--- src/rtl/nrc_pkg.sv ---
// nrc_pkg: constants and types for the nand command interpreter.
// assumes a 100 mhz core clock; all nand pins are asynchronous to it.
package nrc_pkg;

  // ==========================================================================
  // timing
  localparam int unsigned CLK_MHZ = 100;
  // reset busy time in ns, plain default
  localparam int unsigned RST_TIME_NS = 5000;
  // least time, rounded up to whole cycles
  localparam int unsigned RST_CYC = (RST_TIME_NS * CLK_MHZ + 999) / 1000;
  localparam int unsigned TMR_W = 16;

  // ==========================================================================
  // geometry
  localparam int unsigned NUM_DIE = 4;
  localparam int unsigned ADDR_BYTES = 5;
  localparam int unsigned NUM_PINS = 14;

  // pin vector positions
  localparam int unsigned PIN_CE_N = 0;
  localparam int unsigned PIN_CLE = 1;
  localparam int unsigned PIN_ALE = 2;
  localparam int unsigned PIN_WE_N = 3;
  localparam int unsigned PIN_RD_N = 4;
  localparam int unsigned PIN_LCLK = 5;
  localparam int unsigned PIN_DQ = 6;

  // ==========================================================================
  // opcodes
  localparam logic [7:0] OP_ERASE = 8'h60;
  localparam logic [7:0] OP_ERASE_GO = 8'hd0;
  localparam logic [7:0] OP_ERASE_MP = 8'hd1;
  localparam logic [7:0] OP_READ = 8'h00;
  localparam logic [7:0] OP_READ_GO = 8'h30;
  localparam logic [7:0] OP_READ_MP = 8'h32;
  localparam logic [7:0] OP_CB_READ = 8'h35;
  localparam logic [7:0] OP_CACHE_SEQ = 8'h31;
  localparam logic [7:0] OP_CACHE_LAST = 8'h3f;
  localparam logic [7:0] OP_CB_PROG = 8'h85;
  localparam logic [7:0] OP_PROG = 8'h80;
  localparam logic [7:0] OP_PROG_GO = 8'h10;
  localparam logic [7:0] OP_PROG_MP = 8'h11;
  localparam logic [7:0] OP_PROG_CACHE = 8'h15;
  localparam logic [7:0] OP_RESET = 8'hff;
  localparam logic [7:0] OP_SRESET = 8'hfc;
  localparam logic [7:0] OP_READ_ID = 8'h90;
  localparam logic [7:0] ID_ADDR_CODE = 8'h00;
  localparam logic [7:0] ID_ADDR_SIG = 8'h20;
  localparam logic [2:0] ERASE_ADDR_N = 3'd3;
  localparam logic [2:0] PAGE_ADDR_N = 3'd5;
  localparam logic [2:0] ID_CODE_LEN = 3'd5;
  localparam logic [2:0] ID_SIG_LEN = 3'd4;

  // identifier bytes, values are arbitrary
  localparam logic [39:0] ID_CODE = 40'h15_a3_5c_72_e1;
  // interface signature bytes, values are arbitrary
  localparam logic [31:0] ID_SIG = 32'hd4_c3_b2_a1;

  // ==========================================================================
  // register map
  localparam logic [3:0] REG_CTRL = 4'h0;
  localparam logic [3:0] REG_STATUS = 4'h4;
  localparam logic [3:0] REG_ERR = 4'h8;
  localparam int unsigned CTRL_TMODE_LSB = 0;
  localparam int unsigned CTRL_SYNC_BIT = 4;
  localparam logic [3:0] CTRL_TMODE_RST = 4'h0;
  localparam int unsigned ST_RST_BUSY = 0;
  localparam int unsigned ST_SYNC = 1;
  localparam int unsigned ST_ID_MODE = 2;
  localparam int unsigned ST_ALL_IDLE = 3;
  localparam int unsigned ST_MP_PEND = 4;
  localparam int unsigned ST_LAST_LSB = 8;
  localparam int unsigned ERR_SEQ = 0;
  localparam int unsigned ERR_CACHE = 1;
  localparam int unsigned ERR_SRESET = 2;

  // ==========================================================================
  // types
  typedef enum logic [2:0] {
    S_IDLE, S_ADDR, S_WAIT_GO, S_ID_ADDR, S_ID_OUT
  } nrc_state_t;

  typedef enum logic [1:0] {
    CLS_OTHER, CLS_READ, CLS_PCACHE
  } nrc_cls_t;

endpackage : nrc_pkg

--- src/rtl/nrc_pin_if.sv ---
// nrc_pin_if: synchronised pin levels and their edges.
// assumes producer and consumer share the core clock.
`timescale 1ns/1ns
interface nrc_pin_if;
  logic [nrc_pkg::NUM_PINS-1:0] lvl;
  logic [nrc_pkg::NUM_PINS-1:0] rise;
  logic [nrc_pkg::NUM_PINS-1:0] fall;
  modport src (output lvl, output rise, output fall);
  modport dst (input lvl, input rise, input fall);
endinterface : nrc_pin_if

--- src/rtl/nrc_pin_sync.sv ---
// nrc_pin_sync: two-stage synchronisers and edge detection for pins.
// assumes pins are asynchronous to i_core_clk and slower than half its rate.
`timescale 1ns/1ns
module nrc_pin_sync (
  // clock and reset
  input wire logic i_core_clk,
  input wire logic i_nrst,
  // raw pins
  input wire logic [nrc_pkg::NUM_PINS-1:0] i_pins,
  // synchronised view
  nrc_pin_if.src pins
);

  logic [nrc_pkg::NUM_PINS-1:0] meta_ff;
  logic [nrc_pkg::NUM_PINS-1:0] sync_ff;
  logic [nrc_pkg::NUM_PINS-1:0] prev_ff;

  genvar g;
  generate
    for (g = 0; g < nrc_pkg::NUM_PINS; g++) begin : g_bit
      // idle level of the pin, so no false edge follows reset
      localparam logic IDLE_LVL = (g == nrc_pkg::PIN_CE_N) || (g == nrc_pkg::PIN_WE_N) ||
                                  (g == nrc_pkg::PIN_RD_N);
      always_ff @(posedge i_core_clk or negedge i_nrst) begin
        if (!i_nrst) begin
          meta_ff[g] <= IDLE_LVL;
          sync_ff[g] <= IDLE_LVL;
          prev_ff[g] <= IDLE_LVL;
        end else begin
          meta_ff[g] <= i_pins[g];
          sync_ff[g] <= meta_ff[g];
          prev_ff[g] <= sync_ff[g];
        end
      end
      assign pins.lvl[g] = sync_ff[g];
      assign pins.rise[g] = sync_ff[g] & ~prev_ff[g];
      assign pins.fall[g] = ~sync_ff[g] & prev_ff[g];
    end
  endgenerate

endmodule : nrc_pin_sync

--- src/rtl/nrc_timer.sv ---
// nrc_timer: load-and-count-down busy timer.
// assumes a start pulse restarts the count even while busy.
`timescale 1ns/1ns
module nrc_timer (
  // clock and reset
  input wire logic i_core_clk,
  input wire logic i_nrst,
  // control
  input wire logic i_start,
  input wire logic [nrc_pkg::TMR_W-1:0] i_load,
  // status
  output logic o_busy
);

  logic [nrc_pkg::TMR_W-1:0] cnt_ff;
  logic [nrc_pkg::TMR_W-1:0] nxt_cnt;

  assign nxt_cnt = i_start ? i_load :
                   (cnt_ff != '0) ? cnt_ff - 1'b1 : cnt_ff;
  assign o_busy = (cnt_ff != '0);

  always_ff @(posedge i_core_clk or negedge i_nrst) begin
    if (!i_nrst) begin
      cnt_ff <= '0;
    end else begin
      cnt_ff <= nxt_cnt;
    end
  end

endmodule : nrc_timer

--- src/rtl/nrc_top.sv ---
// nrc_top: command interpreter of a multi-die nand target.
// assumes nand pins are asynchronous and sampled by i_core_clk; the array
// side and the register port run on i_core_clk.
//
// Functional notes
// - erase is 60h, three addresses, D0h or D1h
// - copyback read 00h-35h; program 85h then 10h/11h
// - at most one multi-plane read before read
// - FFh always taken; target busy for reset time
// - reset aborts array, clears command, invalidates data
// - FFh in sync mode returns async, timing 0
// - sync FFh latched on any link clock edge; the code latches it on link clock rise only
// - FFh in async mode keeps timing mode
// - FCh accepted only in sync mode
// - FCh aborts like FFh, keeps sync mode
// - 90h accepted only when all dies idle
// - id mode holds until next valid command
// - address 00h returns five identifier bytes
// - address 20h returns four signature bytes
// - async: one id byte per read strobe toggle
// - sync: byte per strobe rise, repeated on fall
//
// The strobed register port and the address map were chosen for this implementation.
`timescale 1ns/1ns
module nrc_top (
  // clock and reset
  input wire logic i_core_clk,
  input wire logic i_nrst,
  // nand pins
  input wire logic i_ce_n,
  input wire logic i_cle,
  input wire logic i_ale,
  input wire logic i_we_n,
  input wire logic i_read_strobe_n,
  input wire logic i_link_clk,
  input wire logic [7:0] i_dq,
  output logic [7:0] o_dq,
  output logic o_dq_oe,
  output logic o_dqs,
  output logic o_dqs_oe,
  output logic o_rb_n,
  // array side
  input wire logic [nrc_pkg::NUM_DIE-1:0] i_die_rdy,
  input wire logic i_array_ready_flag,
  output logic o_op_valid,
  output logic [7:0] o_op_first,
  output logic [7:0] o_op_confirm,
  output logic [8*nrc_pkg::ADDR_BYTES-1:0] o_op_addr,
  output logic o_abort,
  output logic o_array_stop,
  // register port
  input wire logic [3:0] i_reg_addr,
  input wire logic [31:0] i_reg_wdata,
  input wire logic i_reg_wr,
  input wire logic i_reg_rd,
  output logic [31:0] o_reg_rdata
);

  // ==========================================================================
  // pin synchronisation
  nrc_pin_if pins ();

  nrc_pin_sync u_sync (
    .i_core_clk (i_core_clk),
    .i_nrst (i_nrst),
    .i_pins ({i_dq, i_link_clk, i_read_strobe_n, i_we_n, i_ale, i_cle, i_ce_n}),
    .pins (pins.src)
  );

  // ==========================================================================
  // state
  nrc_pkg::nrc_state_t state_ff;
  nrc_pkg::nrc_state_t nxt_state;
  nrc_pkg::nrc_cls_t cls_ff;
  nrc_pkg::nrc_cls_t nxt_cls;
  logic [7:0] first_ff;
  logic [7:0] nxt_first;
  logic [2:0] need_ff;
  logic [2:0] nxt_need;
  logic [2:0] acnt_ff;
  logic [2:0] nxt_acnt;
  logic [8*nrc_pkg::ADDR_BYTES-1:0] addr_ff;
  logic [8*nrc_pkg::ADDR_BYTES-1:0] nxt_addr;
  logic mp_ff;
  logic nxt_mp;
  logic [7:0] last_ff;
  logic [7:0] nxt_last;
  logic id_sig_ff;
  logic nxt_id_sig;
  logic [2:0] idx_ff;
  logic [2:0] nxt_idx;
  logic sync_en_ff;
  logic [3:0] tmode_ff;
  logic [2:0] err_ff;
  logic [7:0] dq_ff;
  logic dq_oe_ff;
  logic dqs_ff;
  logic dqs_oe_ff;
  logic op_valid_ff;
  logic [7:0] op_conf_ff;
  logic abort_ff;
  logic [31:0] rdata_ff;

  // ==========================================================================
  // pin decoding
  logic sel;
  logic cle;
  logic ale;
  logic we_n;
  logic rd_n;
  logic [7:0] bus_byte;
  logic lclk_rise;
  logic lclk_fall;
  logic we_rise;
  logic rd_fall;
  logic cmd_ev;
  logic addr_ev;
  logic all_idle;
  logic array_busy;
  logic rst_busy;
  logic id_out;
  logic sync_out_win;

  assign sel = ~pins.lvl[nrc_pkg::PIN_CE_N];
  assign cle = pins.lvl[nrc_pkg::PIN_CLE];
  assign ale = pins.lvl[nrc_pkg::PIN_ALE];
  assign we_n = pins.lvl[nrc_pkg::PIN_WE_N];
  assign rd_n = pins.lvl[nrc_pkg::PIN_RD_N];
  assign bus_byte = pins.lvl[nrc_pkg::PIN_DQ +: 8];
  assign lclk_rise = pins.rise[nrc_pkg::PIN_LCLK];
  assign lclk_fall = pins.fall[nrc_pkg::PIN_LCLK];
  assign we_rise = pins.rise[nrc_pkg::PIN_WE_N];
  assign rd_fall = pins.fall[nrc_pkg::PIN_RD_N];
  // sync: latched on link clock rise regardless of earlier clock gaps
  assign cmd_ev = sel & cle & ~ale & (sync_en_ff ? (lclk_rise & we_n) : we_rise);
  assign addr_ev = sel & ale & ~cle & (sync_en_ff ? (lclk_rise & we_n) : we_rise);
  assign all_idle = &i_die_rdy;
  assign array_busy = ~i_array_ready_flag;
  assign id_out = (state_ff == nrc_pkg::S_ID_OUT);
  assign sync_out_win = sync_en_ff & sel & ale & cle & ~we_n & id_out;

  // ==========================================================================
  // decode helpers
  function automatic logic conf_ok(input logic [7:0] first, input logic [7:0] conf);
    logic ok;
    ok = 1'b0;
    unique case (first)
      nrc_pkg::OP_ERASE:
        ok = (conf == nrc_pkg::OP_ERASE_GO) | (conf == nrc_pkg::OP_ERASE_MP);
      nrc_pkg::OP_READ:
        ok = (conf == nrc_pkg::OP_READ_GO) | (conf == nrc_pkg::OP_READ_MP) |
             (conf == nrc_pkg::OP_CB_READ) | (conf == nrc_pkg::OP_CACHE_SEQ);
      nrc_pkg::OP_CB_PROG:
        ok = (conf == nrc_pkg::OP_PROG_GO) | (conf == nrc_pkg::OP_PROG_MP);
      nrc_pkg::OP_PROG:
        ok = (conf == nrc_pkg::OP_PROG_GO) | (conf == nrc_pkg::OP_PROG_MP) |
             (conf == nrc_pkg::OP_PROG_CACHE);
      default:
        ok = 1'b0;
    endcase
    return ok;
  endfunction : conf_ok

  function automatic logic [7:0] id_byte(input logic sig, input logic [2:0] idx);
    logic [7:0] b;
    b = 8'h00;
    if (sig) begin
      if (idx < nrc_pkg::ID_SIG_LEN) begin
        b = nrc_pkg::ID_SIG[8*idx +: 8];
      end
    end else if (idx < nrc_pkg::ID_CODE_LEN) begin
      b = nrc_pkg::ID_CODE[8*idx +: 8];
    end
    return b;
  endfunction : id_byte

  // ==========================================================================
  // command sequencer
  logic rst_hit;
  logic op_fire;
  logic seq_err_set;
  logic cache_err_set;
  logic srst_err_set;

  always_comb begin
    nxt_state = state_ff;
    nxt_cls = cls_ff;
    nxt_first = first_ff;
    nxt_need = need_ff;
    nxt_acnt = acnt_ff;
    nxt_addr = addr_ff;
    nxt_mp = mp_ff;
    nxt_last = last_ff;
    nxt_id_sig = id_sig_ff;
    nxt_idx = idx_ff;
    rst_hit = 1'b0;
    op_fire = 1'b0;
    seq_err_set = 1'b0;
    cache_err_set = 1'b0;
    srst_err_set = 1'b0;
    if (cmd_ev) begin
      if (bus_byte == nrc_pkg::OP_RESET) begin
        rst_hit = 1'b1;
      end else if (rst_busy) begin
        nxt_state = state_ff;
      end else if (bus_byte == nrc_pkg::OP_SRESET) begin
        rst_hit = sync_en_ff;
        srst_err_set = ~sync_en_ff;
      end else if (bus_byte == nrc_pkg::OP_READ_ID) begin
        if (all_idle) begin
          nxt_state = nrc_pkg::S_ID_ADDR;
          nxt_last = bus_byte;
        end
      end else if (state_ff == nrc_pkg::S_WAIT_GO && conf_ok(first_ff, bus_byte)) begin
        op_fire = 1'b1;
        nxt_state = nrc_pkg::S_IDLE;
        nxt_last = bus_byte;
        nxt_cls = nrc_pkg::CLS_OTHER;
        if (first_ff == nrc_pkg::OP_READ) begin
          nxt_cls = nrc_pkg::CLS_READ;
          nxt_mp = (bus_byte == nrc_pkg::OP_READ_MP);
          seq_err_set = mp_ff & (bus_byte == nrc_pkg::OP_READ_MP);
          cache_err_set = array_busy & (bus_byte != nrc_pkg::OP_READ_GO) &
                          (cls_ff != nrc_pkg::CLS_READ);
        end else if (bus_byte == nrc_pkg::OP_PROG_CACHE) begin
          nxt_cls = nrc_pkg::CLS_PCACHE;
          cache_err_set = array_busy & (cls_ff != nrc_pkg::CLS_PCACHE);
        end
      end else begin
        nxt_state = nrc_pkg::S_IDLE;
        nxt_last = bus_byte;
        nxt_acnt = 3'd0;
        seq_err_set = (state_ff == nrc_pkg::S_ADDR) | (state_ff == nrc_pkg::S_WAIT_GO);
        unique case (bus_byte)
          nrc_pkg::OP_ERASE: begin
            nxt_state = nrc_pkg::S_ADDR;
            nxt_first = bus_byte;
            nxt_need = nrc_pkg::ERASE_ADDR_N;
          end
          nrc_pkg::OP_READ, nrc_pkg::OP_CB_PROG, nrc_pkg::OP_PROG: begin
            nxt_state = nrc_pkg::S_ADDR;
            nxt_first = bus_byte;
            nxt_need = nrc_pkg::PAGE_ADDR_N;
          end
          nrc_pkg::OP_CACHE_SEQ, nrc_pkg::OP_CACHE_LAST: begin
            op_fire = 1'b1;
            nxt_first = bus_byte;
            cache_err_set = array_busy & (cls_ff != nrc_pkg::CLS_READ);
            nxt_cls = nrc_pkg::CLS_READ;
            nxt_mp = 1'b0;
          end
          default: begin
            nxt_cls = nrc_pkg::CLS_OTHER;
          end
        endcase
      end
    end else if (addr_ev) begin
      if (state_ff == nrc_pkg::S_ADDR) begin
        nxt_addr[8*acnt_ff +: 8] = bus_byte;
        nxt_acnt = acnt_ff + 3'd1;
        if (acnt_ff + 3'd1 == need_ff) begin
          nxt_state = nrc_pkg::S_WAIT_GO;
        end
      end else if (state_ff == nrc_pkg::S_ID_ADDR) begin
        nxt_state = nrc_pkg::S_ID_OUT;
        nxt_id_sig = (bus_byte == nrc_pkg::ID_ADDR_SIG);
        nxt_idx = 3'd0;
      end
    end
    if ((~sync_en_ff & sel & rd_fall & id_out) | (sync_out_win & lclk_rise)) begin
      nxt_idx = (idx_ff == 3'd7) ? idx_ff : idx_ff + 3'd1;
    end
    if (rst_hit) begin
      nxt_state = nrc_pkg::S_IDLE;
      nxt_acnt = 3'd0;
      nxt_addr = '0;
      nxt_mp = 1'b0;
      nxt_cls = nrc_pkg::CLS_OTHER;
      nxt_last = bus_byte;
    end
  end

  always_ff @(posedge i_core_clk or negedge i_nrst) begin
    if (!i_nrst) begin
      state_ff <= nrc_pkg::S_IDLE;
      cls_ff <= nrc_pkg::CLS_OTHER;
      first_ff <= 8'h00;
      need_ff <= 3'd0;
      acnt_ff <= 3'd0;
      addr_ff <= '0;
      mp_ff <= 1'b0;
      last_ff <= 8'h00;
      id_sig_ff <= 1'b0;
      idx_ff <= 3'd0;
    end else begin
      state_ff <= nxt_state;
      cls_ff <= nxt_cls;
      first_ff <= nxt_first;
      need_ff <= nxt_need;
      acnt_ff <= nxt_acnt;
      addr_ff <= nxt_addr;
      mp_ff <= nxt_mp;
      last_ff <= nxt_last;
      id_sig_ff <= nxt_id_sig;
      idx_ff <= nxt_idx;
    end
  end

  // ==========================================================================
  // reset busy time
  nrc_timer u_rst_tmr (
    .i_core_clk (i_core_clk),
    .i_nrst (i_nrst),
    .i_start (rst_hit),
    .i_load (nrc_pkg::TMR_W'(nrc_pkg::RST_CYC)),
    .o_busy (rst_busy)
  );

  // ==========================================================================
  // interface mode and timing mode
  logic ctrl_wr;
  logic err_wr;
  logic rst_to_async;

  assign ctrl_wr = i_reg_wr & (i_reg_addr == nrc_pkg::REG_CTRL);
  assign err_wr = i_reg_wr & (i_reg_addr == nrc_pkg::REG_ERR);
  // FCh keeps sync, FFh in async leaves timing untouched
  assign rst_to_async = rst_hit & sync_en_ff & (bus_byte == nrc_pkg::OP_RESET);

  always_ff @(posedge i_core_clk or negedge i_nrst) begin
    if (!i_nrst) begin
      sync_en_ff <= 1'b0;
      tmode_ff <= nrc_pkg::CTRL_TMODE_RST;
    end else if (rst_to_async) begin
      sync_en_ff <= 1'b0;
      tmode_ff <= nrc_pkg::CTRL_TMODE_RST;
    end else if (ctrl_wr) begin
      sync_en_ff <= i_reg_wdata[nrc_pkg::CTRL_SYNC_BIT];
      tmode_ff <= i_reg_wdata[nrc_pkg::CTRL_TMODE_LSB +: 4];
    end
  end

  // sticky errors: a new set wins over a same-cycle clear
  logic [2:0] err_set;
  logic [2:0] nxt_err;

  assign err_set = {srst_err_set, cache_err_set, seq_err_set};
  assign nxt_err = (err_wr ? (err_ff & ~i_reg_wdata[2:0]) : err_ff) | err_set;

  always_ff @(posedge i_core_clk or negedge i_nrst) begin
    if (!i_nrst) begin
      err_ff <= 3'b000;
    end else begin
      err_ff <= nxt_err;
    end
  end

  // ==========================================================================
  // array side outputs
  always_ff @(posedge i_core_clk or negedge i_nrst) begin
    if (!i_nrst) begin
      op_valid_ff <= 1'b0;
      op_conf_ff <= 8'h00;
      abort_ff <= 1'b0;
    end else begin
      op_valid_ff <= op_fire;
      op_conf_ff <= op_fire ? bus_byte : op_conf_ff;
      abort_ff <= rst_hit;
    end
  end

  assign o_op_valid = op_valid_ff;
  assign o_op_first = first_ff;
  assign o_op_confirm = op_conf_ff;
  assign o_op_addr = addr_ff;
  assign o_abort = abort_ff;
  assign o_array_stop = rst_busy;
  assign o_rb_n = ~rst_busy;

  // ==========================================================================
  // identifier output path
  logic async_out_win;
  logic [7:0] cur_byte;

  assign async_out_win = ~sync_en_ff & sel & ~rd_n & id_out;
  assign cur_byte = id_byte(id_sig_ff, idx_ff);

  always_ff @(posedge i_core_clk or negedge i_nrst) begin
    if (!i_nrst) begin
      dq_ff <= 8'h00;
      dq_oe_ff <= 1'b0;
      dqs_ff <= 1'b0;
      dqs_oe_ff <= 1'b0;
    end else begin
      if ((~sync_en_ff & sel & rd_fall & id_out) | (sync_out_win & lclk_rise)) begin
        dq_ff <= cur_byte;
      end
      if (sync_out_win & lclk_rise) begin
        dqs_ff <= 1'b1;
      end else if (lclk_fall | ~sync_out_win) begin
        dqs_ff <= 1'b0;
      end
      dq_oe_ff <= async_out_win | sync_out_win;
      dqs_oe_ff <= sync_out_win;
    end
  end

  assign o_dq = dq_ff;
  assign o_dq_oe = dq_oe_ff;
  assign o_dqs = dqs_ff;
  assign o_dqs_oe = dqs_oe_ff;

  // ==========================================================================
  // register read port
  logic [31:0] status_word;
  logic [31:0] rd_mux;

  assign status_word = {16'h0000, last_ff, 3'b000, mp_ff, all_idle, id_out,
                        sync_en_ff, rst_busy};
  assign rd_mux = (i_reg_addr == nrc_pkg::REG_CTRL) ? {27'h0, sync_en_ff, tmode_ff} :
                  (i_reg_addr == nrc_pkg::REG_STATUS) ? status_word :
                  (i_reg_addr == nrc_pkg::REG_ERR) ? {29'h0, err_ff} : 32'h0;

  always_ff @(posedge i_core_clk or negedge i_nrst) begin
    if (!i_nrst) begin
      rdata_ff <= 32'h0;
    end else begin
      rdata_ff <= i_reg_rd ? rd_mux : 32'h0;
    end
  end

  assign o_reg_rdata = rdata_ff;

endmodule : nrc_top

--- config.mk ---
export PLATFORM = sky130hd
export DESIGN_NAME = nrc_top
export DESIGN_NICKNAME = d
export VERILOG_FILES = /design/src/rtl/nrc_pkg.sv /design/src/rtl/nrc_pin_if.sv /design/src/rtl/nrc_pin_sync.sv /design/src/rtl/nrc_timer.sv /design/src/rtl/nrc_top.sv
export SDC_FILE = /design/constraint.sdc
export NUM_CORES = 1
export LEC_CHECK = 0
export ABC_AREA = 1
export ABC_CLOCK_PERIOD_IN_PS = 3300
export BUFFER_PORTS_ARGS = -buffer_cell sky130_fd_sc_hd__clkbuf_2
export CORE_UTILIZATION = 39
export DETAILED_ROUTE_END_ITERATION = 10
export PLACE_DENSITY_LB_ADDON = 0.25
export SYNTH_ARGS = -nofsm -noshare
export SYNTH_HDL_FRONTEND = slang
export SYNTH_SLANG_ARGS = --single-unit
--- constraint.sdc ---
create_clock -name i_core_clk -period 3.3 [get_ports i_core_clk]
set_input_delay 0.165 -clock i_core_clk [delete_from_list [all_inputs] [get_ports i_core_clk]]
set_output_delay 0.165 -clock i_core_clk [all_outputs]
set_load 0.05 [all_outputs]
After elaboration in Yosys (flattened, before gate mapping)
Cells that the tools add are included.
- add/subtract/negate cells: 4
- multipliers: 0
- div/mod/pow operators: 0
- $lt $le $gt $ge: 2
- equal/unequal tests: 49
- shift-type cells: 4
- multiplexer cells: 114
- bitwise operators: 62
- reduce and logical (&&, ||, !) cells: 33
- operators with widths (cell ; number):
    2-to-1 mux 40 bit ; 4
    2-to-1 mux 3 bit ; 28
    2-to-1 mux 16 bit ; 5
    2-to-1 mux 8 bit ; 10
    equality test 8 bit, second input constant ; 9
    2-to-1 mux 1 bit ; 52
    equality test 8 x 6 -> 1 bit, second input constant ; 6
    bitwise mux 40 bit ; 1
    variable shift 8 x 34 -> 40 bit, first input constant ; 1
    variable part select 40 x 7 -> 8 bit, first input constant ; 1
    variable part select 8 x 34 -> 40 bit ; 1
    AND reduction 7 bit ; 5
    negator 6 -> 34 bit ; 1
    variable part select 32 x 7 -> 8 bit, first input constant ; 1
    bitwise AND 1 bit ; 31
    equality test 8 x 5 -> 1 bit, second input constant ; 3
    2-to-1 mux 2 bit ; 9
    inverter 1 bit ; 18
    nonzero test 2 bit ; 9
    equality test 8 x 7 -> 1 bit, second input constant ; 2
    logical NOT 8 bit ; 2
    nonzero test 16 bit ; 1
    subtractor 16 x 1 -> 16 bit, second input constant ; 1
    inequality test 3 bit, second input constant ; 5
    35 further kinds ; 62
- flip-flop bits (word level): 164
- bits in latches: 0
- memory bits (writable): 0
- memory bits (read-only): 0
- input port bits: 59
- output and inout bits: 103
- word-level logic and storage cells: 321
- memories kept: 0

Longest topological paths before layout
Gate-level depths: netlist (run 1).
- depth after elaboration: 18
- depth in mapped cells: 15
- mapped depth without buffers: 14

By module
Synthesis (run 1) repeated with hierarchy kept, for this count alone.
- cell total of the unflattened synthesis: 979
- area total of the unflattened synthesis: 8214.1 um2
- by module, submodules not included (module ; instances ; cells an instance ; area an instance (um2) ; seq. area each (um2)):
    nrc_top ; 1 ; 711 ; 5778.0 ; 2852.7
    nrc_pin_sync ; 1 ; 98 ; 1272.5 ; 1062.3
    nrc_timer ; 1 ; 170 ; 1163.6 ; 400.4

Worst setup path after synthesis (run 1)
No wires, ideal clock.
- path kind: reg-to-reg
- from: register u_rst_tmr.cnt_ff[0] in the netlist's numbering
- to: register op_conf_ff[2] (netlist: o_op_confirm[2])
- setup time: 120 ps
- data arrival time: 2333 ps
- required time: 3180 ps
- path slack: 847 ps
- cell stages (with the launch flop): 12
- path buffers: 1
- period minus slack after synthesis: 2453 ps
- cells stage by stage: dfrtp_1 > inv_1 > ha_1 > inv_1 > or2_2 > nor3_1 > nand3_1 > nor3_4 > nand2_2 > buf_6 > nand2_1 > o21ai_2
- longest elaborated chain between the ends: 4
- ends and longest elaborated chain (item ; line ; text):
    start, declared ; nrc_timer.sv:15 ; logic [nrc_pkg::TMR_W-1:0] cnt_ff;
    start signal, assigned ; nrc_timer.sv:26 ; cnt_ff <= nxt_cnt;
    nonzero test 16 bit ; nrc_timer.sv:20 ; assign o_busy = (cnt_ff != '0);
    net o_array_stop ; nrc_top.sv:50 ; output logic o_array_stop,
    2-to-1 mux 1 bit ; nrc_top.sv:204 ; end else if (rst_busy) begin
    2-to-1 mux 1 bit ; nrc_top.sv:202 ; if (bus_byte == nrc_pkg::OP_RESET) begin
    2-to-1 mux 1 bit ; nrc_top.sv:201 ; if (cmd_ev) begin
    end signal, assigned ; nrc_top.sv:367 ; op_conf_ff <= op_fire ? bus_byte : op_conf_ff;
    end, declared ; nrc_top.sv:100 ; logic [7:0] op_conf_ff;
The timed path passes the listed nets, and every way through them passes these cells.
A chain may end at the register's enable or synchronous reset.

Worst setup path in the final report (run 1)
- from: register u_sync.sync_ff, in the netlist u_sync.pins.lvl[13]
- to: register op_conf_ff[4] (netlist: o_op_confirm[4])
- longest elaborated chain between the ends: 17
- elaborated cells between the ends (all ways): 34
- those cells by class: 13 x eq/ne; 13 x mux; 6 x bitwise; 2 x reduce/logical
- ends and longest elaborated chain (item ; line ; text):
    start, declared ; nrc_pin_sync.sv:15 ; logic [nrc_pkg::NUM_PINS-1:0] sync_ff;
    start signal, assigned by index ; nrc_pin_sync.sv:31 ; sync_ff[g] <= meta_ff[g];
    equality test 8 x 6 -> 1 bit ; nrc_top.sv:151 ; ok = (conf == nrc_pkg::OP_READ_GO) | (conf == nrc_pkg::OP_READ_MP) |
    OR 1 bit (2 in series) ; nrc_top.sv:151 ;
    OR 1 bit ; nrc_top.sv:152 ; (conf == nrc_pkg::OP_CB_READ) | (conf == nrc_pkg::OP_CACHE_SEQ);
    case mux 1 bit (4 select lines) ; nrc_top.sv:147 ; unique case (first)
    2-to-1 mux 1 bit ; nrc_top.sv:209 ; end else if (bus_byte == nrc_pkg::OP_READ_ID) begin
    2-to-1 mux 1 bit ; nrc_top.sv:206 ; end else if (bus_byte == nrc_pkg::OP_SRESET) begin
    2-to-1 mux 1 bit ; nrc_top.sv:204 ;
    2-to-1 mux 1 bit ; nrc_top.sv:202 ;
    2-to-1 mux 1 bit ; nrc_top.sv:201 ;
    logical AND 1 bit ; nrc_top.sv:214 ; end else if (state_ff == nrc_pkg::S_WAIT_GO && conf_ok(first_ff, bus_byte)) begin
    2-to-1 mux 1 bit ; nrc_top.sv:214 ;
    2-to-1 mux 1 bit ; nrc_top.sv:209 ;
    2-to-1 mux 1 bit ; nrc_top.sv:206 ;
    2-to-1 mux 1 bit ; nrc_top.sv:204 ;
    2-to-1 mux 1 bit * ; nrc_top.sv:202 ;
    2-to-1 mux 1 bit * ; nrc_top.sv:201 ;
    net op_fire ; nrc_top.sv:180 ; logic op_fire;
Mark *: on every way through the listed nets, which the timed path passes. The rest lies on a longest branch. The select of a mux whose other input is x is not followed.

==> results of run 1 <==
-- flip-flops by register name, indices dropped and copies added (netlist names), 13 cells and up --
signal / cells
o_reg_rdata: 13
u_sync.meta_ff: 14
u_sync.pins.lvl: 14
u_rst_tmr.cnt_ff: 16
o_op_addr: 40
-- worst max-delay path by stage --
stage                                    start                     endpoint  slack [ns]  cells past startpoint
3_5_place_dp      u_sync.pins.lvl[9]$_DFF_PN0_    o_op_addr[23]$_DFFE_PN0P_        0.80                     11
5_1_grt          u_sync.pins.lvl[10]$_DFF_PN0_    o_op_addr[12]$_DFFE_PN0P_        0.51                     11
6_report         u_sync.pins.lvl[13]$_DFF_PN0_  o_op_confirm[4]$_DFFE_PN0P_        0.76                     11
3_3_place_gp      u_sync.pins.lvl[8]$_DFF_PN0_    o_op_addr[22]$_DFFE_PN0P_        0.80                     11
4_1_cts           u_sync.pins.lvl[9]$_DFF_PN0_    o_op_addr[23]$_DFFE_PN0P_        0.77                     11
2_1_floorplan  u_rst_tmr.cnt_ff[0]$_DFFE_PN0P_  o_op_confirm[2]$_DFFE_PN0P_        0.85                     11
-- cells in the final DEF (no fill, tap or decap), types with 2 or more instances in the layout --
master         netlist  layout
a21oi_1             28      28
a21oi_4              2       2
a31oi_1              4       4
buf_4               22       6
bufinv_16            0       4
clkbuf_16            0      17
clkbuf_2             0     114
clkinv_4             0       2
conb_1               1      19
dfrtp_1            153     153
dfstp_2              8       8
dlygate4sd3_1        0      18
ha_1                13      13
inv_1              103     103
inv_2               11      11
inv_6                0       5
mux2_2               3       3
nand2_1            275     275
nand2_2              7       7
nand2_4              3       3
nand3_1             70      70
nand3b_1             2       2
nand4_1             13      13
nor2_1              94      94
nor2_2               8       8
nor2_4               6       6
nor2_8               2       2
nor3_1              26      26
nor3_2               2       2
nor4_1               5       5
o211ai_1             3       3
o21a_1               2       2
o21ai_0             32      32
o21ai_1              3       3
o21ai_2             13      13
o22ai_1              5       5
or2_2                4       4
xor2_1               3       3
-- cell families after synthesis --
group | after synthesis | synth area share, %
AOI/OAI and AO/OA | 98 | 7.973
other | 1 | 0.04742
and+or+nand+nor | 520 | 29.25
adders and majority gates | 13 | 2.057
xor gates and xnor gates | 4 | 0.4430
buffers and inverters | 151 | 8.733
muxes | 3 | 0.4271
DFF | 161 | 51.07
-- metal layers --
| metal | track usage (%) | wire length [um] | up-vias |
|---|---|---|---|
| met5 | 0 | 0 | - |
| met4 | 5.596 | 203 | 0 |
| met3 | 3.874 | 923 | 21 |
| met2 | 29.83 | 8464 | 191 |
| met1 | 26.69 | 9126 | 3070 |
| li1 | - | - | 3275 |
-- cell type report --
type,count,area (um2)
Fill cell,1993,10130
Sequential cell,161,4039
Multi-Input combinational cell,657,3247
Timing Repair Buffer,140,827.0
Clock buffer,18,439.2
Inverter,114,427.9
Tap cell,265,331.6
Clock inverter,14,216.5
-- worst max-delay path, cell delays in order, from the launching register on --
cell and delay, ns:
dfrtp_1 0.61, buf_4 0.23, nor2_4 0.05, nand3_1 0.17, inv_1 0.12, nand3_1 0.10, nand3_1 0.12, nand2_1 0.24
nand2_1 0.13, nand2_2 0.28, inv_2 0.11, or2_2 0.28
-- where the power goes --
| group | internal [mW] | switching (mW) | total, mW |
|---|---|---|---|
| combinational | 0.275 | 0.605 | 0.880 |
| clock | 1.31 | 0.865 | 2.18 |
| sequential | 2.16 | 0.168 | 2.33 |
-- stage by stage --
stage	total power, mW	worst slack, ns	area, um2
2_1_floorplan	3.001	0.8469	7976
3_3_place_gp	3.212	0.8031	8692
3_5_place_dp	3.229	0.7951	8692
4_1_cts	5.444	0.7693	9528
5_1_grt	5.664	0.5141	9528
6_report	5.385	0.7553	9528
==> summary.md, run 1 <==
| Metric | Value |
|---|---|
| Commonest cells post-synth | nand2_1 (275), dfrtp_1 (153), inv_1 (103), nor2_1 (94), nand3_1 (70) |
| Top cells by area, synth | dfrtp_1 (48%), nand2_1 (13%), inv_1 (4.9%) |
| Worst slew margin | between 40 and 50% |
| Mapped cell area | about 0.0079 mm2 |
| Unrepaired setup endpoints after global routing | no |
| Critical register-to-register path endpoint | o_op_confirm[4]$_DFFE_PN0P_ |
| Fin crit period | about 2.5 ns |
| Finished Layout Cells | 1,369 |
| Leak Pwr | around 5.0 nW |
| Synth Flop Type | dfrtp_1 |
| EDFF count, synth | 0 |
| Reg2Reg Depth | 11 |
| H-tree levels | 4 |
| Congestion Overflow GR | 0 |
| Layout cells sized above 1 | 20.56% |
| VDD IR-drop max | about 0.00037 V |
| Fin crit share | 77.11% |
| Vias | about 6.6k |
| IO Port Bufs | ~120 |
| Placer Congestion | 0.9001 |
| # nets final | roughly 1.2k |
| Clock root buffer | clkbuf_16 |
| Power Density | between 500 and 600 mW/mm2 |
| Syn Area/Cell | 8.316 um2 |
| Worst Hold Depth | 3 |
| Worst Path Required | around 3.6 ns |
| Resize count post-CTS | 0 |
| Worst setup EP type | flop |
| Yosys top cell area share | between 40% and 50% |
| Total GRT Usage | between 10% and 20% |
| Hold Crit Class | in2reg |
| Final wirelength | ~19 mm |
| Die area | 0.02085 mm2 |
| First-pass GRT wire length | about 31 mm |
| Fmax | approximately 0.39 GHz |
| CTS Buf Count | 17 |
| Status | finished clean |
| Seq/Total Area, Yosys | about half |
| Hold Path End | tmode_ff[2]$_DFFE_PN0P_ |
| Ant. Diodes | 0 |
| Number of global-route vias before repair | 6,109 |
| Top-count cell post-synth | nand2_1 |
| I/O pin count | 162 |
| Clk_skew | approximately 0.014 ns |
| Via/cell ratio | around 4.8 |
| Worst-path clk slew | about 0.070 ns |
| DR iter-0 viols | about 330 |
| Reg-to-Reg Start | u_sync.pins.lvl[13]$_DFF_PN0_ |
| Syn. warnings | 0 |
| Netlist cell types | 46 |
| Inst Count DP | about 1.3k |
| Hold buffers post-CTS | 18 |
| Async set or reset register ratio after synthesis | between 90% and 100% |
| Final setup viols | 0 |
| Crit path kind | reg2reg |
| Synthesis-to-layout area growth | 20.47% |
| Clk_lat worst skew | around 0.43 ns |
| CTS tree | yes |
| Setup slack, reg-to-reg | about 0.76 ns |
| Fin Hold WS | ~0.024 ns |
| MaxCap Viol Count | 0 |
| Initial Utilization | approximately two fifths |
| Min-delay src | i_reg_wdata[2] |
| DRC | 0 |
| Final core utilization | roughly half |
| Clock sinks | ~160 |
| Antenna Violating Nets Remaining | 0 |
| Max Slew Vio Count | 0 |
| Tightest Pin Transition | roughly 0.76 ns |
| Core Area | between 0.015 and 0.02 mm2 |
| Die Height | ~140 um |
| Final hold vios | 0 |
| Setup bufs post-CTS | 0 |
| Seq cells post-synth | 161 |
| Pre-Repair DR Iteration Count | 4 |
| Startpoint Class | flop |
| DR WL/cell | about 14 um |
| Row cnt | ~50 |
| Crit-path max FO | 13 |
| CTS Buffer Depth | 2 |
| Crit path DAT | between 2 and 3 ns |
| Largest area contributor in the netlist | dfrtp_1 |
| Post-Route Setup TNS | 0 ns |
| Gate Count Post-Synth | approximately 950 |
| Die X | roughly 140 um |
| HPWL Detailed | between 10 and 15 mm |
| Largest net degree at the start of global routing | between 80 and 90 |
| Antenna violations before repair | 0 |
No activity file was read; power rests on OpenSTA's default activity.
==> run 2, diff against run 1 <==
- ABC_CLOCK_PERIOD_IN_PS: 3300 -> 2600
- clock period: 3.3 -> 2.6 ns (I/O delays scaled with it)
==> run 2 against run 1 <==
  * Non-clock buffer count up 14
  * Combinational power is 30% higher
  * Clock skew is 0.0060 ns lower
  * Utilization is 0.32 points higher
  * Die area did not move
  * Via count grew 0.21%
  * Critical path depth down 3
  * Worst hold slack better by 0.011 ns
  * Clock power up 15%
==> summary.md, run 2 (synthesis results as in run 1) <==
| Metric | Value |
|---|---|
| Post-Route Setup TNS | 0 ns |
| Ant. Diodes | 0 |
| Overall Power | 6.597 mW |
| Via/cell ratio | between 4 and 5 |
| Finished Layout Cells | 1,383 |
| Final core utilization | roughly half |
| Dpl cell area | just under 0.009 mm2 |
| Fin Hold WS | around 0.035 ns |
| Fin crit period | 2.407 ns |
| VDD IR-drop max | a little over 0.0005 V |
| Core Area | 0.01965 mm2 |
| Worst setup margin | between 0.15 and 0.2 ns |
| Clk_skew | about 0.0083 ns |
| Die area | 0.02085 mm2 |
| Max Slew Vio Count | 0 |
| Fmax | 0.4154 GHz |
| Setup bufs post-CTS | 0 |
| IO Port Bufs | 115 |
| Setup slack, reg-to-reg | around 0.3 ns |
| Clock sinks | ~160 |
| First-pass GRT wire length | 31.35 mm |
| Antenna Violating Nets Remaining | 0 |
| Die Height | between 100 and 150 um |
| Status | finished clean |
| CTS Buf Count | 17 |
| CTS Buffer Depth | 2 |
| Worst slew margin | between 50% and 60% |
| Worst-path clk slew | about 0.06 ns |
| DRC | 0 |
| Layout cells sized above 1 | between 20% and 30% |
| Crit path kind | reg2out |
| Post-Place Setup Slack | around 0.28 ns |
| Commonest non-fill, non-tap cells in the layout | nand2_1 (275), dfrtp_1 (153), clkbuf_2 (114), inv_1 (103), nor2_1 (94) |
| Die X | 144.4 um |
| Fin crit share | about 93% |
| Startpoint Class | flop |
| HPWL Detailed | between 10 and 15 mm |
| Most common cell after layout, fill and taps aside | nand2_1 |
| Inst Count DP | 1,330 |
| Crit-path max FO | 3 |
| Power Density | a little under 700 mW/mm2 |
| Congestion Overflow GR | 0 |
| Fillers | slightly below 2k |
| Final setup viols | 0 |
| Final wirelength | 19.01 mm |
| Largest register FFs | 40 |
| Unrepaired setup endpoints after global routing | no |
| H-tree levels | 4 |
| Largest net degree at the start of global routing | 63 |
| DR WL/cell | ~14 um |
| Placer Congestion | about 0.9 |
| Fin area | roughly 0.0096 mm2 |
| CTS tree | yes |
| Pre-Repair DR Iteration Count | 4 |
| # nets final | 1,177 |
| Worst Path Required | around 2.5 ns |
| Vias | 6,571 |
| I/O pin count | around 160 |
| Total GRT Usage | roughly a fifth |
| MaxCap Viol Count | 0 |
| Antenna violations before repair | 0 |
| Hold Crit Class | in2reg |
| Leak Pwr | 5.019 nW |
| Row cnt | 51 |
| Clk_lat worst skew | around 0.44 ns |
| Tightest Pin Transition | roughly 0.63 ns |
| Clock root buffer | clkbuf_16 |
| Final hold vios | 0 |
| Number of global-route vias before repair | roughly 6.2k |
| Crit path DAT | 2.28 ns |
| DR iter-0 viols | ~430 |
| Worst setup EP type | primary output |
| Synthesis-to-layout area growth | 21.28% |
| Initial Utilization | roughly two fifths |
==> run 2: cell types whose count changed in the layout (fill, tap and decap cells not counted), sizes merged <==
cell / before / now
inv: 120 / 119
dlygate4sd3: 18 / 21
clkinv: 3 / 5
bufinv: 4 / 1
buf: 8 / 19
clkbuf: 132 / 134
==> run 2: path summary, 6_finish.rpt <==
kind / startpoint / endpoint / cells past startpoint
min in group asynchronous: i_nrst / o_dq[5]$_DFFE_PN0P_ / 2
worst max register to register: u_rst_tmr.cnt_ff[0]$_DFFE_PN0P_ / err_ff[1]$_DFF_PN0_ / 11
worst max-delay path: u_rst_tmr.cnt_ff[0]$_DFFE_PN0P_ / o_rb_n / 8
max in group asynchronous: i_nrst / o_op_addr[23]$_DFFE_PN0P_ / 3
worst min-delay path: i_reg_addr[2] / o_reg_rdata[2]$_DFF_PN0_ / 4
worst min register to register: u_sync.meta_ff[5]$_DFF_PN0_ / u_sync.pins.lvl[5]$_DFF_PN0_ / 0
==> run 2: power breakdown <==
group          switching (mW)  total, mW  internal, mW
registers               0.210       2.95          2.74
clock network            1.09       2.51          1.42
logic                   0.778       1.14         0.359
==> run 2: cell type report <==
| cell class | instances | area (um2) | area share [%] |
|---|---|---|---|
| inverters | 114 | 427.9 | 4.461 |
| flip-flops and latches | 161 | 4039 | 42.11 |
| repair buffers | 154 | 952.2 | 9.927 |
| multi-input cells | 657 | 3252 | 33.90 |
| well taps | 265 | 331.6 | 3.457 |
| clock inverters | 12 | 122.6 | 1.278 |
| clock buffers | 20 | 466.7 | 4.866 |
==> run 2: critical path, stage by stage (launching register included) <==
cell and delay (ns):
dfrtp_1 0.39, inv_1 0.09, ha_1 0.17, inv_1 0.06, or2_2 0.29, nor3_1 0.19, nand3_1 0.26, inv_1 0.11
clkbuf_2 0.27
==> run 2: metal layers <==
layer / up-vias / global-route usage, % / share of wire [%]
met5: - / 0 / 0
met4: 0 / 6.814 / 1.7
met3: 29 / 3.907 / 4.1
met2: 155 / 30.26 / 45
met1: 3086 / 27.54 / 49
li1: 3301 / - / -
==> run 2: what timing repair did <==
item | CTS | global route
resized for setup | 0 | 1
hold buffers | 21 | 0
hold endpoints to repair | 75 | 0
setup endpoints to repair | 0 | 2
==> run 3, diff against run 2 <==
- ABC_AREA: 1 -> not set
- CTS_BUF_LIST: not set -> sky130_fd_sc_hd__clkbuf_8
==> run 3 against run 2 <==
  * Sequential power hardly changed
  * Setup slack worse by 0.047 ns
  * Area after synthesis down 8.9%
  * Wire length down 11%
  * Final cell count fell by 25%
  * Sequential share of layout area grew 3.2 points
  * Die area decreased by 8.8%
  * Clock-buffer cell count did not move
  * Worst hold slack improved by 0.046 ns
  * Flip-flop and latch count unchanged
  * Cell area shrank 7.0%
  * Largest power group unchanged
  * Via count decreased by 18%
  * Highest routed layer unchanged
==> summary.md, run 3 <==
| Metric | Value |
|---|---|
| Clk_lat worst skew | 0.46 ns |
| Layout cells sized above 1 | approximately 30% |
| Power Density | 633.2 mW/mm2 |
| Dpl cell area | about 0.0082 mm2 |
| Syn. warnings | 0 |
| Reg2Reg Depth | 9 |
| # nets final | 870 |
| Clk_skew | 0.01594 ns |
| Seq cells post-synth | 161 |
| Critical register-to-register path endpoint | last_ff[7]$_DFFE_PN0P_ |
| DR WL/cell | approximately 16 um |
| Vias | 5,372 |
| DR iter-0 viols | around 230 |
| First-pass GRT wire length | 27.18 mm |
| CTS tree | yes |
| Fmax | just over 0.4 GHz |
| Core Area | around 0.018 mm2 |
| Ant. Diodes | 0 |
| Final core utilization | 49.51% |
| Die Height | ~140 um |
| Number of global-route vias before repair | ~5.3k |
| Mapped cell area | between 0.007 and 0.008 mm2 |
| Largest net degree at the start of global routing | 92 |
| Die X | between 100 and 150 um |
| Crit path DAT | around 2.8 ns |
| Placer Congestion | 0.8645 |
| Largest register FFs | 40 |
| Setup slack, reg-to-reg | 0.15 ns |
| H-tree levels | 4 |
| Crit path kind | reg2reg |
| Syn Area/Cell | between 10 and 15 um2 |
| Fin Hold WS | 0.08128 ns |
| Fin area | approximately 0.009 mm2 |
| Worst Hold Depth | 4 |
| Synth Flop Type | dfrtp_1 |
| Commonest cells post-synth | dfrtp_1 (153), nand2_1 (47), a22o_1 (40), nor2_1 (34) |
| Top cells by area, synth | dfrtp_1 (53%), a22o_1 (4.9%), dfstp_2 (2.9%) |
| Crit-path max FO | 8 |
| Synthesis-to-layout area growth | 23.88% |
| Final setup viols | 0 |
| IO Port Bufs | 115 |
| Via/cell ratio | 5.165 |
| Async set or reset register ratio after synthesis | 100.0% |
| Fin crit period | 2.454 ns |
| Fin crit share | a little over nine tenths |
| MaxCap Viol Count | 0 |
| Clock root buffer | clkbuf_8 |
| DRC | 0 |
| Netlist cell types | 78 |
| Antenna violations before repair | 0 |
| Fillers | roughly 1.7k |
| Gate Count Post-Synth | ~620 |
| Hold Crit Class | in2reg |
| Status | finished clean |
| Startpoint Class | flop |
| CTS Buffer Depth | 2 |
| Tightest Pin Transition | 0.8385 ns |
| VDD IR-drop max | around 0.00033 V |
| Final wirelength | 16.93 mm |
| Antenna Violating Nets Remaining | 0 |
| Leak Pwr | between 4 and 5 nW |
| Clock sinks | ~160 |
| Hold Path End | o_reg_rdata[1]$_DFF_PN0_ |
| Largest area contributor in the netlist | dfrtp_1 |
| Post-Route Setup TNS | 0 ns |
| Worst slew margin | 43.67% |
| Most common cell after layout, fill and taps aside | dfrtp_1 |
| Worst-path clk slew | 0.08 ns |
| Max Slew Vio Count | 0 |
| Total GRT Usage | approximately a fifth |
| Row cnt | 49 |
| EDFF count, synth | 0 |
| Final hold vios | 0 |
| Reg-to-Reg Start | u_rst_tmr.cnt_ff[0]$_DFFE_PN0P_ |
| Worst Path Required | about 2.9 ns |
| HPWL Detailed | between 10 and 15 mm |
| Pre-Repair DR Iteration Count | 4 |
| Seq/Total Area, Yosys | 56.07% |
| Yosys top cell area share | a little over half |
| I/O pin count | approximately 160 |
| Top-count cell post-synth | dfrtp_1 |
| CTS Buf Count | 17 |
| Die area | 0.01902 mm2 |
| Worst setup EP type | flop |
| Commonest non-fill, non-tap cells in the layout | dfrtp_1 (153), clkbuf_2 (114), nand2_1 (47), a22o_1 (40), buf_4 (36) |
| Congestion Overflow GR | 0 |
| Initial Utilization | between 30% and 40% |
| Min-delay src | i_reg_addr[0] |
[run 3: cell types whose count changed in the layout (fill, tap and decap cells not counted), sizes merged, moves of 10 or more]
cell / before / now
nor2: 110 / 34
o21ai: 48 / 19
inv: 119 / 30
nor2b: 0 / 11
mux2: 3 / 25
nand3: 71 / 15
xnor2: 1 / 11
nand2: 285 / 48
nor3: 29 / 17
buf: 19 / 39
a22o: 0 / 41
[run 3: area by class of cell]
cell class                      count  area [um2]  share of cell area [%]
Sequential cell                   161        4039                   45.26
Multi-Input combinational cell    411        2895                   32.45
Timing Repair Buffer              181        1172                   13.14
Tap cell                          229       286.5                   3.211
Clock buffer                       20       275.3                   3.085
Clock inverter                     12       156.4                   1.753
Inverter                           26       98.84                   1.108
[run 3: worst max-delay path: stages (launching register included)]
cell	delay [ns]
dfrtp_1	0.38
inv_1	0.09
ha_1	0.20
nor4b_4	0.26
nand4_4	0.20
buf_4	0.20
a221o_1	0.30
a21oi_2	0.23
buf_12	0.15
mux2_2	0.33
[run 3: worst max-delay path by stage]
stage | from | end | slack, ns | depth (start not counted)
3_5_place_dp | u_rst_tmr.cnt_ff[0]$_DFFE_PN0P_ | o_op_first[0]$_DFFE_PN0P_ | 0.06 | 9
6_report | u_rst_tmr.cnt_ff[0]$_DFFE_PN0P_ | last_ff[7]$_DFFE_PN0P_ | 0.15 | 9
3_3_place_gp | u_rst_tmr.cnt_ff[0]$_DFFE_PN0P_ | o_op_first[2]$_DFFE_PN0P_ | 0.12 | 9
2_1_floorplan | u_rst_tmr.cnt_ff[0]$_DFFE_PN0P_ | o_op_first[0]$_DFFE_PN0P_ | 0.03 | 9
4_1_cts | u_rst_tmr.cnt_ff[0]$_DFFE_PN0P_ | o_op_first[4]$_DFFE_PN0P_ | 0.04 | 9
5_1_grt | u_rst_tmr.cnt_ff[0]$_DFFE_PN0P_ | o_op_addr[12]$_DFFE_PN0P_ | -0.02 | 9
[run 3: per-layer routing]
layer  up-vias  wire, um  GRT usage (%)
met5         -         0              0
met4         0       235          5.978
met3        15       682          4.532
met2       123      8321          30.17
met1      2700      7687          25.27
li1       2534         -              -
[run 3: repair_timing]
action	CTS	global route
setup endpoints to repair	0	17
gates resized for setup	0	2
hold buffers	28	0
setup buffers	0	2
endpoints found under the hold margin	133	0
[run 3: cell families (layout without fill, tap and decap cells)]
kind of cell	Yosys count	count (layout)	share of synthesized area (%)
muxes	32	32	5.298
xor gates and xnor gates	17	17	2.067
other	1	19	0.05206
buffers and inverters	67	239	4.881
DFF	161	161	56.07
adders and majority gates	14	14	2.397
and+or+nand+nor	201	201	16.35
AOI/OAI and AO/OA	128	128	12.89
[run 3: report_power, final]
part	switching, mW	leakage (nW)	internal, mW
registers	0.226	2.13	2.70
clock network	0.921	0.219	1.03
logic	0.460	2.00	0.316
[run 3: metrics by stage]
step / setup WS [ns] / cells / total power, mW
finish: 0.1457 / 1040 / 5.650
global route: -0.01726 / 1040 / 5.965
CTS: 0.04150 / 1038 / 5.691
detailed placement: 0.06166 / 978 / 3.704
global placement: 0.1164 / 978 / 3.660
floorplan: 0.03466 / 639 / 3.474
